===== config.mk =====
export PLATFORM = sky130hd
export DESIGN_NAME = msw_ctrl_regs
export DESIGN_NICKNAME = d
export VERILOG_FILES = /design/src/rtl/msw_pkg.sv /design/src/rtl/msw_ctrl_regs.sv
export SDC_FILE = /design/constraint.sdc
export NUM_CORES = 1
export LEC_CHECK = 0
export BUFFER_PORTS_ARGS = -buffer_cell sky130_fd_sc_hd__buf_2
export CAP_MARGIN = 20
export CORE_ASPECT_RATIO = 0.8
export CORE_MARGIN = 4
export CORE_UTILIZATION = 30
export CTS_CLUSTER_DIAMETER = 100
export DETAILED_ROUTE_END_ITERATION = 6
export MAX_ROUTING_LAYER = met4
export SKIP_LAST_GASP = 1
export SLEW_MARGIN = 20
export SYNTH_ARGS = -nofsm -noshare
export SYNTH_HDL_FRONTEND = slang
export SYNTH_SLANG_ARGS = --single-unit

===== constraint.sdc =====
create_clock -name core_clk_in -period 1.7 [get_ports core_clk_in]
set_input_delay 0.34 -clock core_clk_in [delete_from_list [all_inputs] [get_ports core_clk_in]]
set_output_delay 0.34 -clock core_clk_in [all_outputs]
set_load 0.02 [all_outputs]

===== src/rtl/msw_pkg.sv =====
// Purpose: Constants for the mode, supply and watchdog control register bank.
// Assumes: One 100 MHz clock; serial framing is decoded before this bank.
// Notes: Registers are reached by 7-bit address plus access bit.
// Contract
// - Mode code selects normal, sleep, stop, soft reset
// - Stop to sleep by write is refused
// - Restart rewrites mode field to normal
// - Restart or overtemperature clears second regulator field
// - Write returns previous register contents
// - Bit 5 enables third regulator
// - Second regulator field selects on modes
// - Overvoltage flag always set; reaction optional
// - Two-bit field selects reset threshold
// - Bit 7 selects third regulator voltage
// - Bit 6 masks reset output on soft reset
// - Software failure output; fault kept until cleared
// - Restart clears software failure output bit
// - Undervoltage disables third regulator unless bit 4
// - Load sharing bits 3 and 1
// - Bit 0 picks first or second watchdog failure
// - Soft reset keeps voltage bit 7 and sharing bit 3 only
// - Bit 6 deactivates watchdog in stop
// - Bit 5 selects window or time-out watchdog
// - Bit 4 starts watchdog after bus wake
// - Period codes 10 to 1000 ms, 111 reserved
// - Command is 7-bit address plus access bit
package msw_pkg;
  localparam logic [6:0] MSW_ADDR_MODE = 7'h01;
  localparam logic [6:0] MSW_ADDR_HW = 7'h02;
  localparam logic [6:0] MSW_ADDR_WD = 7'h03;
  localparam logic [7:0] MSW_RST_MODE = 8'h00;
  localparam logic [7:0] MSW_RST_HW = 8'h00;
  localparam logic [7:0] MSW_RST_WD = 8'h14;
  // Bits kept by soft reset in hardware config (bit 7 and bit 3)
  localparam logic [7:0] MSW_HW_KEEP = 8'h88;
  localparam logic [7:0] MSW_HW_MASK = 8'hFB;
  localparam logic [7:0] MSW_WD_MASK = 8'hF7;
  localparam int MSW_MODE_HI = 7;
  localparam int MSW_MODE_LO = 6;
  localparam int MSW_V3_ON = 5;
  localparam int MSW_V2_HI = 4;
  localparam int MSW_V2_LO = 3;
  localparam int MSW_OV_RX = 2;
  localparam int MSW_V3_VCFG = 7;
  localparam int MSW_SR_RO = 6;
  localparam int MSW_FAILURE_OUTPUT_ACTIVATION = 5;
  localparam int MSW_UV_OFF = 4;
  localparam int MSW_LS = 3;
  localparam int MSW_LS_STP = 1;
  localparam int MSW_CFG = 0;
  localparam int MSW_WD_STM = 6;
  localparam int MSW_WATCHDOG_TYPE = 5;
  localparam int MSW_WD_BUS = 4;
  typedef enum logic [1:0] {
    MSW_NORMAL = 2'b00,
    MSW_SLEEP = 2'b01,
    MSW_STOP = 2'b11,
    MSW_SOFTRST = 2'b10
  } msw_state_e;
  localparam logic [1:0] MSW_CODE_NORMAL = 2'h0;
  localparam logic [1:0] MSW_CODE_SLEEP = 2'h1;
  localparam logic [1:0] MSW_CODE_STOP = 2'h2;
  localparam logic [1:0] MSW_CODE_SOFT = 2'h3;
  localparam logic [1:0] MSW_V2_OFF = 2'h0;
  localparam logic [1:0] MSW_V2_NORM = 2'h1;
  localparam logic [1:0] MSW_V2_NSTP = 2'h2;
  // Watchdog period in ms per code
  localparam int MSW_CLK_MHZ = 100;
  localparam int MSW_PERIOD_MS [7] = '{10, 20, 50, 100, 200, 500, 1000};
endpackage


===== src/rtl/msw_ctrl_regs.sv =====
// Purpose: Mode, supply and watchdog control register bank with derived controls.
// Assumes: Command fields arrive already decoded as one-cycle strobe.
// Notes: Read data is the register value before any write of the same command.
module msw_ctrl_regs (
  input wire logic core_clk_in,
  input wire logic reset_in,
  input wire logic cmd_valid_in,
  input wire logic [6:0] cmd_addr_in,
  input wire logic cmd_write_in,
  input wire logic [7:0] cmd_data_in,
  input wire logic restart_in,
  input wire logic overtemp_in,
  input wire logic overvoltage_in,
  input wire logic supply_undervoltage_in,
  input wire logic fault_failure_in,
  input wire logic failure_flag_clear_in,
  input wire logic bus_wake_in,
  input wire logic wd_fail_in,
  input wire logic fail_safe_in,
  output logic [7:0] rd_data_out,
  output logic rd_valid_out,
  output logic [1:0] mode_out,
  output logic soft_reset_out,
  output logic reset_output_low_out,
  output logic second_regulator_on_out,
  output logic third_regulator_on_out,
  output logic third_regulator_alt_voltage_out,
  output logic load_sharing_out,
  output logic [1:0] reset_threshold_out,
  output logic main_overvoltage_flag_out,
  output logic overvoltage_restart_out,
  output logic failure_outputs_out,
  output logic watchdog_active_out,
  output logic watchdog_window_out,
  output logic watchdog_long_open_out,
  output logic watchdog_escalate_out,
  output logic [2:0] watchdog_period_out
);
  import msw_pkg::*;

  // ----------------------------------------------------------------
  // Register storage
  // ----------------------------------------------------------------
  logic [7:0] mode_and_supply_control;
  logic [7:0] hardware_supply_config;
  logic [7:0] watchdog_control;
  logic fault_latched;
  logic wd_fail_seen;
  logic wr_mode, wr_hw, wr_wd, soft_req;
  logic [1:0] cur_mode;

  // Write decode; access bit set means write
  assign wr_mode = cmd_valid_in && cmd_write_in && cmd_addr_in == MSW_ADDR_MODE;
  assign wr_hw = cmd_valid_in && cmd_write_in && cmd_addr_in == MSW_ADDR_HW;
  assign wr_wd = cmd_valid_in && cmd_write_in && cmd_addr_in == MSW_ADDR_WD;
  assign cur_mode = mode_and_supply_control[MSW_MODE_HI:MSW_MODE_LO];
  assign soft_req = wr_mode && cmd_data_in[7:6] == MSW_CODE_SOFT;

  // ----------------------------------------------------------------
  // Mode and supply control register
  // ----------------------------------------------------------------
  always_ff @(posedge core_clk_in) begin
    if (reset_in || soft_reset_out) begin
      mode_and_supply_control <= MSW_RST_MODE;
    end else begin
      if (wr_mode) begin
        mode_and_supply_control <= cmd_data_in;
        // Stop to sleep by write is refused, mode stays stop
        if (cur_mode == MSW_CODE_STOP && cmd_data_in[7:6] == MSW_CODE_SLEEP) begin
          mode_and_supply_control[MSW_MODE_HI:MSW_MODE_LO] <= MSW_CODE_STOP;
        end
      end
      if (restart_in) begin
        mode_and_supply_control[MSW_MODE_HI:MSW_MODE_LO] <= MSW_CODE_NORMAL;
      end
      if (restart_in || overtemp_in) begin
        mode_and_supply_control[MSW_V2_HI:MSW_V2_LO] <= MSW_V2_OFF;
      end
    end
  end

  // ----------------------------------------------------------------
  // Hardware supply config register
  // ----------------------------------------------------------------
  always_ff @(posedge core_clk_in) begin
    if (reset_in) begin
      hardware_supply_config <= MSW_RST_HW;
    end else if (soft_reset_out) begin
      hardware_supply_config <= hardware_supply_config & MSW_HW_KEEP;
    end else begin
      if (wr_hw) begin
        hardware_supply_config <= cmd_data_in & MSW_HW_MASK;
      end
      if (restart_in) begin
        hardware_supply_config[MSW_FAILURE_OUTPUT_ACTIVATION] <= 1'b0;
      end
    end
  end

  // ----------------------------------------------------------------
  // Watchdog control register
  // ----------------------------------------------------------------
  always_ff @(posedge core_clk_in) begin
    if (reset_in || soft_reset_out) begin
      watchdog_control <= MSW_RST_WD;
    end else if (wr_wd) begin
      watchdog_control <= cmd_data_in & MSW_WD_MASK; // Reserved bit 3 reads 0
    end
  end

  // Read answer shows contents before this command's write
  always_ff @(posedge core_clk_in) begin
    if (reset_in) begin
      rd_data_out <= 8'h00;
      rd_valid_out <= 1'b0;
    end else begin
      rd_valid_out <= cmd_valid_in;
      if (cmd_valid_in) begin
        unique case (cmd_addr_in)
          MSW_ADDR_MODE: rd_data_out <= mode_and_supply_control;
          MSW_ADDR_HW: rd_data_out <= hardware_supply_config;
          MSW_ADDR_WD: rd_data_out <= watchdog_control;
          default: rd_data_out <= 8'h00;
        endcase
      end
    end
  end

  // Soft reset pulse and reset output low unless masked
  always_ff @(posedge core_clk_in) begin
    if (reset_in) begin
      soft_reset_out <= 1'b0;
      reset_output_low_out <= 1'b0;
    end else begin
      soft_reset_out <= soft_req;
      reset_output_low_out <= soft_req && !hardware_supply_config[MSW_SR_RO];
    end
  end

  // Fault-driven failure output held until failure flag cleared
  always_ff @(posedge core_clk_in) begin
    if (reset_in) begin
      fault_latched <= 1'b0;
    end else if (fault_failure_in) begin
      fault_latched <= 1'b1;
    end else if (failure_flag_clear_in) begin
      fault_latched <= 1'b0;
    end
  end

  // Overvoltage flag is set always, reaction gated by config
  always_ff @(posedge core_clk_in) begin
    if (reset_in) begin
      main_overvoltage_flag_out <= 1'b0;
      overvoltage_restart_out <= 1'b0;
    end else begin
      if (overvoltage_in) begin
        main_overvoltage_flag_out <= 1'b1;
      end
      overvoltage_restart_out <= overvoltage_in && mode_and_supply_control[MSW_OV_RX];
    end
  end

  // Watchdog failure counting for escalation choice
  always_ff @(posedge core_clk_in) begin
    if (reset_in || restart_in) begin
      wd_fail_seen <= 1'b0;
      watchdog_escalate_out <= 1'b0;
    end else begin
      watchdog_escalate_out <= wd_fail_in
        && (hardware_supply_config[MSW_CFG] || wd_fail_seen);
      if (wd_fail_in) begin
        wd_fail_seen <= 1'b1;
      end
    end
  end

  // Supply and watchdog controls decoded from the registers
  always_ff @(posedge core_clk_in) begin
    if (reset_in) begin
      mode_out <= MSW_CODE_NORMAL;
      second_regulator_on_out <= 1'b0;
      third_regulator_on_out <= 1'b0;
      third_regulator_alt_voltage_out <= 1'b0;
      load_sharing_out <= 1'b0;
      reset_threshold_out <= 2'h0;
      failure_outputs_out <= 1'b0;
      watchdog_active_out <= 1'b0;
      watchdog_window_out <= 1'b0;
      watchdog_long_open_out <= 1'b0;
      watchdog_period_out <= 3'h0;
    end else begin
      mode_out <= cur_mode;
      unique case (mode_and_supply_control[MSW_V2_HI:MSW_V2_LO])
        MSW_V2_OFF: second_regulator_on_out <= 1'b0;
        MSW_V2_NORM: second_regulator_on_out <= cur_mode == MSW_CODE_NORMAL;
        MSW_V2_NSTP: second_regulator_on_out <= cur_mode == MSW_CODE_NORMAL
          || cur_mode == MSW_CODE_STOP;
        default: second_regulator_on_out <= !fail_safe_in;
      endcase
      third_regulator_on_out <= mode_and_supply_control[MSW_V3_ON]
        && !(supply_undervoltage_in && !hardware_supply_config[MSW_UV_OFF])
        && !(hardware_supply_config[MSW_LS] && cur_mode == MSW_CODE_STOP
          && !hardware_supply_config[MSW_LS_STP]);
      load_sharing_out <= hardware_supply_config[MSW_LS]
        && (cur_mode != MSW_CODE_STOP || hardware_supply_config[MSW_LS_STP]);
      third_regulator_alt_voltage_out <= hardware_supply_config[MSW_V3_VCFG];
      reset_threshold_out <= mode_and_supply_control[1:0];
      failure_outputs_out <= hardware_supply_config[MSW_FAILURE_OUTPUT_ACTIVATION] || fault_latched;
      watchdog_active_out <= !(cur_mode == MSW_CODE_STOP
        && watchdog_control[MSW_WD_STM]);
      watchdog_window_out <= watchdog_control[MSW_WATCHDOG_TYPE];
      watchdog_long_open_out <= bus_wake_in && cur_mode == MSW_CODE_STOP
        && watchdog_control[MSW_WD_BUS];
      watchdog_period_out <= watchdog_control[2:0];
    end
  end

  // ----------------------------------------------------------------
  // Checks
  // ----------------------------------------------------------------
  a_stop_no_sleep: assert property (@(posedge core_clk_in) disable iff (reset_in)
    (wr_mode && cur_mode == MSW_CODE_STOP && cmd_data_in[7:6] == MSW_CODE_SLEEP
      && !restart_in) |=> mode_and_supply_control[7:6] == MSW_CODE_STOP)
    else $error("stop to sleep accepted");
  a_restart_normal: assert property (@(posedge core_clk_in) disable iff (reset_in)
    restart_in && !soft_reset_out |=> mode_and_supply_control[7:6] == MSW_CODE_NORMAL)
    else $error("restart did not set normal mode");
  a_second_reg_off: assert property (@(posedge core_clk_in) disable iff (reset_in)
    (restart_in || overtemp_in) |=> mode_and_supply_control[4:3] == MSW_V2_OFF)
    else $error("second regulator field not cleared");
  a_read_old_value: assert property (@(posedge core_clk_in) disable iff (reset_in)
    wr_hw |=> rd_valid_out && rd_data_out == $past(hardware_supply_config))
    else $error("write answer not previous value");
  a_ov_flag_set: assert property (@(posedge core_clk_in) disable iff (reset_in)
    overvoltage_in |=> main_overvoltage_flag_out
      && overvoltage_restart_out == $past(mode_and_supply_control[2]))
    else $error("overvoltage flag or reaction wrong");
  a_soft_keep_bits: assert property (@(posedge core_clk_in) disable iff (reset_in)
    soft_reset_out |=> hardware_supply_config == ($past(hardware_supply_config) & MSW_HW_KEEP))
    else $error("soft reset changed kept bits");
  a_fo_restart: assert property (@(posedge core_clk_in) disable iff (reset_in)
    restart_in |=> !hardware_supply_config[5])
    else $error("failure output bit not cleared");
  a_fault_hold: assert property (@(posedge core_clk_in) disable iff (reset_in)
    fault_failure_in |=> ##1 failure_outputs_out)
    else $error("fault did not hold failure outputs");
  a_soft_ro_low: assert property (@(posedge core_clk_in) disable iff (reset_in)
    soft_req |=> reset_output_low_out == !$past(hardware_supply_config[6]))
    else $error("reset output mask wrong");
endmodule


Word-level counts from Yosys, hierarchy flattened
Index checks and enable logic that the tools add are counted.

cells by class
  add/sub/neg operators = 0
  $mul = 0
  div/mod/pow operators = 0
  $lt $le $gt $ge = 0
  equality and inequality tests = 9
  shift-type cells = 0
  muxes and demuxes = 5
  bitwise gates (word level) = 1
  reductions and logical operators = 40

operators with widths
  operator                                                         count
  8-bit case mux with 3 select lines                               1
  1-bit logical AND                                                18
  7-bit by 2-bit == test with 1-bit output, second input constant  2
  7-bit by 1-bit == test with 1-bit output, second input constant  1
  1-bit logical NOT                                                7
  1-bit logical OR                                                 7
  2-bit == test, second input constant                             3
  2-bit OR reduction                                               3
  2-bit by 1-bit == test with 1-bit output, second input constant  2
  2-bit logical NOT                                                2
  1-bit case mux with 3 select lines                               1
  3-bit OR reduction                                               1
  1-bit two-way mux                                                2
  2-bit two-way mux                                                1
  2-bit != test, second input constant                             1
  2-bit AND reduction                                              1
  2-bit nonzero test                                               1
  1-bit NOT                                                        1

word-level totals
  bits in registers = 53
  bits in latches = 0
  bits in writable memories = 0
  ROM bits = 0
  output and inout bits = 29
  logic and storage cells = 82
  memories kept = 0

Logic depth before layout (Yosys ltp)
  depth in word-level cells = 5
  depth in mapped cells = 6
  depth with buffers taken out = 4

Least setup slack after synthesis
No wires, ideal clock.

  path type = input -> register
  start point = input port cmd_addr_in[5]
  end point = register mode_and_supply_control[7]
  setup time = 0.115 ns
  arrival = 1.420 ns
  slack = 0.164 ns
  stages = 5
  cells stage by stage = nor4b_4 -> and4b_4 -> buf_6 -> o21ai_2 -> a31o_1

on the way
  word-level cells in the longest chain between the ends = 2

RTL lines
  what                                      RTL line             RTL
  start: declaration                        msw_ctrl_regs.sv:8   input wire logic [6:0] cmd_addr_in,
  7-bit by 1-bit == test with 1-bit output  msw_ctrl_regs.sv:53  assign wr_mode = cmd_valid_in && cmd_write_in && cmd_addr_in == MSW_ADDR_MODE;
  1-bit logical AND                         msw_ctrl_regs.sv:53
  end signal: assignment                    msw_ctrl_regs.sv:67  mode_and_supply_control <= cmd_data_in;
  end: declaration                          msw_ctrl_regs.sv:44  logic [7:0] mode_and_supply_control;

Every way passes these cells.
A chain may end at the register's enable or synchronous reset.

Final worst setup path
Same ends and word-level chain as after synthesis.

==> PnR_summary.wiki <==
{| class="wikitable"
! Metric !! Value
|-
| Status || complete, no violations
|-
| Initial DRC Count || 57
|-
| Average detailed-routed wire length per instance || 14.0 um
|-
| Path type of the worst min-delay path || in2reg
|-
| Antenna violations before repair || 0
|-
| Largest net degree at the start of global routing || 20
|-
| Endpoint type of the worst setup path || register
|-
| Quantity of hold-fixing buffers added after cts || 0
|-
| WP data required || 1.90 ns
|-
| Clock input transition at the sequential cells of the worst setup and hold paths || around 0.09 ns
|-
| Post-route ant nets || 0
|-
| Routed WL || approximately 5000 um
|-
| Width of the chip || 99.1 um
|-
| Cells after synthesis || 209
|-
| Netlist area before placement || between 0.0015 and 0.002 mm2
|-
| Flip-flop and latch count after synthesis || 53
|-
| Sequential fraction of the synthesis area || around 53%
|-
| Critical path type || in2reg
|-
| Die H || approximately 81 um
|-
| Count of port buffers added during placement || 56
|-
| Series of cell instances along the critical path || buf_2, nor4b_4, and4b_4, o21ai_2, a31o_1
|-
| Final slew viol count || 0
|-
| Diode insertion count for antenna repair || 0
|-
| H-tree depth || 2
|-
| Ys Warns || 0
|-
| Final GP Congestion || 0.775
|-
| Post-route fraction of the period consumed by the critical path || between 80 and 90%
|-
| Count of endpoints failing hold in the final timing report || 0
|-
| Synth-to-Final Area Change || 25.3%
|-
| Total power after layout || 2.11 mW
|-
| DRT Pass-1 Iters || 4
|-
| Share of post-route cells with drive strength above 1 || 30.8%
|-
| Max Fanout on Critical Path || 10
|-
| Number of cell rows || 26
|-
| Data arrival time of the critical path || 1.59 ns
|-
| Post-CTS setup buffer count || 0
|-
| Maximum VDD drop || just over 0.3 mV
|-
| Total vias in the final route || around 1700
|-
| Area of the core region || around 0.0064 mm2
|-
| Total global routing overflow || 0
|-
| Number of buffers inserted during clock tree synthesis || 5
|-
| Slew at the pin with the worst max-slew slack || ~0.42 ns
|-
| Clk Tree Root Cell || clkbuf_8
|-
| Cell types with the largest area share after synthesis || dfxtp_1 (53%), mux2i_1 (5.5%), nor2_1 (4.5%)
|-
| Power per unit of standard cell area || ~850 mW/mm2
|-
| Layout Nets || ~300
|-
| DPL Wire Length || between 3000 and 4000 um
|-
| Detail-routed via count per cell || about 4.7
|-
| Peak per-stage delay on the critical path || 0.45 ns
|-
| Cell type with the largest total area after synthesis || dfxtp_1
|-
| Setup tns final || 0 ns
|-
| Fmax || 0.716 GHz
|-
| Final Util || between 30 and 40%
|-
| Post-CTS resize count || 0
|-
| Fill cell count || slightly below 700
|-
| # IOs || 57
|-
| Setup crit start kind || input port
|-
| Fraction of post-synthesis cell area in the top cell type by area || a little over half
|-
| Overall Global Routing Usage || 13.1%
|-
| Average cell area after synthesis || 9.52 um2
|-
| Later-pin clock latency in the skew report || approximately 0.3 ns
|-
| Number of buffers on the longest clock path || 2
|-
| Setup repair after global routing missed its margin || false
|-
| Post-layout minimum cycle time || 1.40 ns
|-
| Critical path's slowest cell || nor4b_4
|-
| Effective utilization at floorplan || 31.1%
|-
| Number of failing setup endpoints in the final timing report || 0
|-
| First-pass GRT wire length || about 8000 um
|-
| TritonCTS clock tree || yes
|-
| Post-synthesis net count || roughly 240
|-
| Max cap viols || 0
|-
| Slew headroom || 71.6%
|-
| Largest clock skew in the final design || 0.00863 ns
|-
| Unique cell type count in the Yosys netlist || 36
|-
| Clock Sink Count || 53
|-
| Die outline area || approximately 0.0080 mm2
|-
| Via count of the first global-routing pass || between 1500 and 2000
|-
| Standby leakage power || between 1 and 1.5 nW
|-
| DRC violations left || 0
|}
[power breakdown]
part           internal (mW)  switching [mW]  total, mW
Clock                  0.324           0.385      0.709
Sequential              1.25         0.00361       1.25
Combinational         0.0595          0.0902      0.150
[sequential cells by signal, indices dropped and copies added (netlist names), 2 cells and up]
| signal | count |
|---|---|
| rd_data_out | 8 |
| watchdog_control | 7 |
| watchdog_period_out | 3 |
| hardware_supply_config | 7 |
| mode_out | 2 |
| reset_threshold_out | 2 |
| mode_and_supply_control | 8 |
[final timing paths]
path	startpoint	to	slack (ns)	cells past startpoint
max	cmd_addr_in[5]	mode_and_supply_control[7]$_SDFFE_PP0P_	0.30	5
max reg2reg	soft_reset_out$_SDFF_PP0_	mode_and_supply_control[6]$_SDFFE_PP0P_	0.44	4
min reg2reg	mode_and_supply_control[2]$_SDFFE_PP0P_	overvoltage_restart_out$_SDFF_PP0_	0.45	2
min	overtemp_in	mode_and_supply_control[4]$_SDFFE_PP0P_	0.21	2
[per-layer routing]
layer | vias to the layer above | GRT usage (%) | routed length, um
met3 | 5 | 3.00 | 366
met4 | 0 | 3.68 | 40
met5 | - | - | 0
li1 | 847 | - | -
met1 | 758 | 17.8 | 2420
met2 | 51 | 19.6 | 2170
[cell usage after synthesis]
library cell,instances
dfxtp_1,53
nor2_1,24
nand2_1,23
o21ai_0,17
nor2b_1,13
mux2i_1,11
nand3_1,10
a22oi_1,6
mux2_2,6
clkbuf_1,5
a21oi_1,4
inv_1,4
nand2b_1,3
nor4_1,3
buf_2,2
nand3b_1,2
nand4_1,2
nor3_1,2
o31ai_1,2
a21o_1,1
a31o_1,1
a31oi_1,1
a32oi_1,1
a41oi_1,1
and2_1,1
and3_1,1
and4b_4,1
buf_1,1
buf_6,1
nand4_2,1
nor3b_1,1
nor4b_1,1
nor4b_4,1
o21ai_2,1
or2_2,1
or3_4,1
[cell type report]
class	instances	area, um2	area share, %
multi-input cells	143	871	34.9
repair buffers	66	355	14.2
flip-flops and latches	53	1060	42.5
clock buffers	7	86.3	3.46
inverters	4	15.0	0.602
well taps	84	105	4.21
[worst max-delay path, delay by kind of cell]
kind	cells	cell delay [ns]
AO/OA/AOI/OAI	2	0.27
buffers and inverters	1	0.12
AND/OR/NAND/NOR	2	0.86
[stage by stage]
| stage | area, um2 | instances | setup WS (ns) | hold WS (ns) |
|---|---|---|---|---|
| 2_1_floorplan | 1990 | 209 | 0.164 | 0.414 |
| 3_3_place_gp | 2410 | 350 | 0.00129 | 0.441 |
| 3_5_place_dp | 2410 | 350 | -0.0130 | 0.444 |
| 4_1_cts | 2490 | 357 | 0.312 | 0.207 |
| 5_1_grt | 2490 | 357 | 0.164 | 0.210 |
| 6_report | 2490 | 357 | 0.304 | 0.210 |
[logic make-up after synthesis]
kind of cell	after synthesis	share of synthesized area, %
buffers and inverters	13	2.95
flip-flops	53	53.3
multiplexers	17	8.93
AO/OA/AOI/OAI	35	10.7
AND/OR/NAND/NOR	91	24.1
[layout by cell type (no fill, tap or decap), drive strengths merged]
cell type / instances
nor4b: 2
a32oi: 1
nor3: 2
nor4: 3
mux2: 6
and2: 1
o31ai: 2
nor2b: 13
nand3b: 2
nand2b: 3
clkbuf: 7
inv: 4
and4b: 1
a41oi: 1
buf: 66
nand3: 10
a31oi: 1
a21o: 1
or3: 1
or2: 1
nor3b: 1
o21ai: 18
a22oi: 6
and3: 1
mux2i: 11
a31o: 1
nand4: 3
nand2: 23
nor2: 24
dfxtp: 53
a21oi: 4
(Power assumes the default switching activity.)
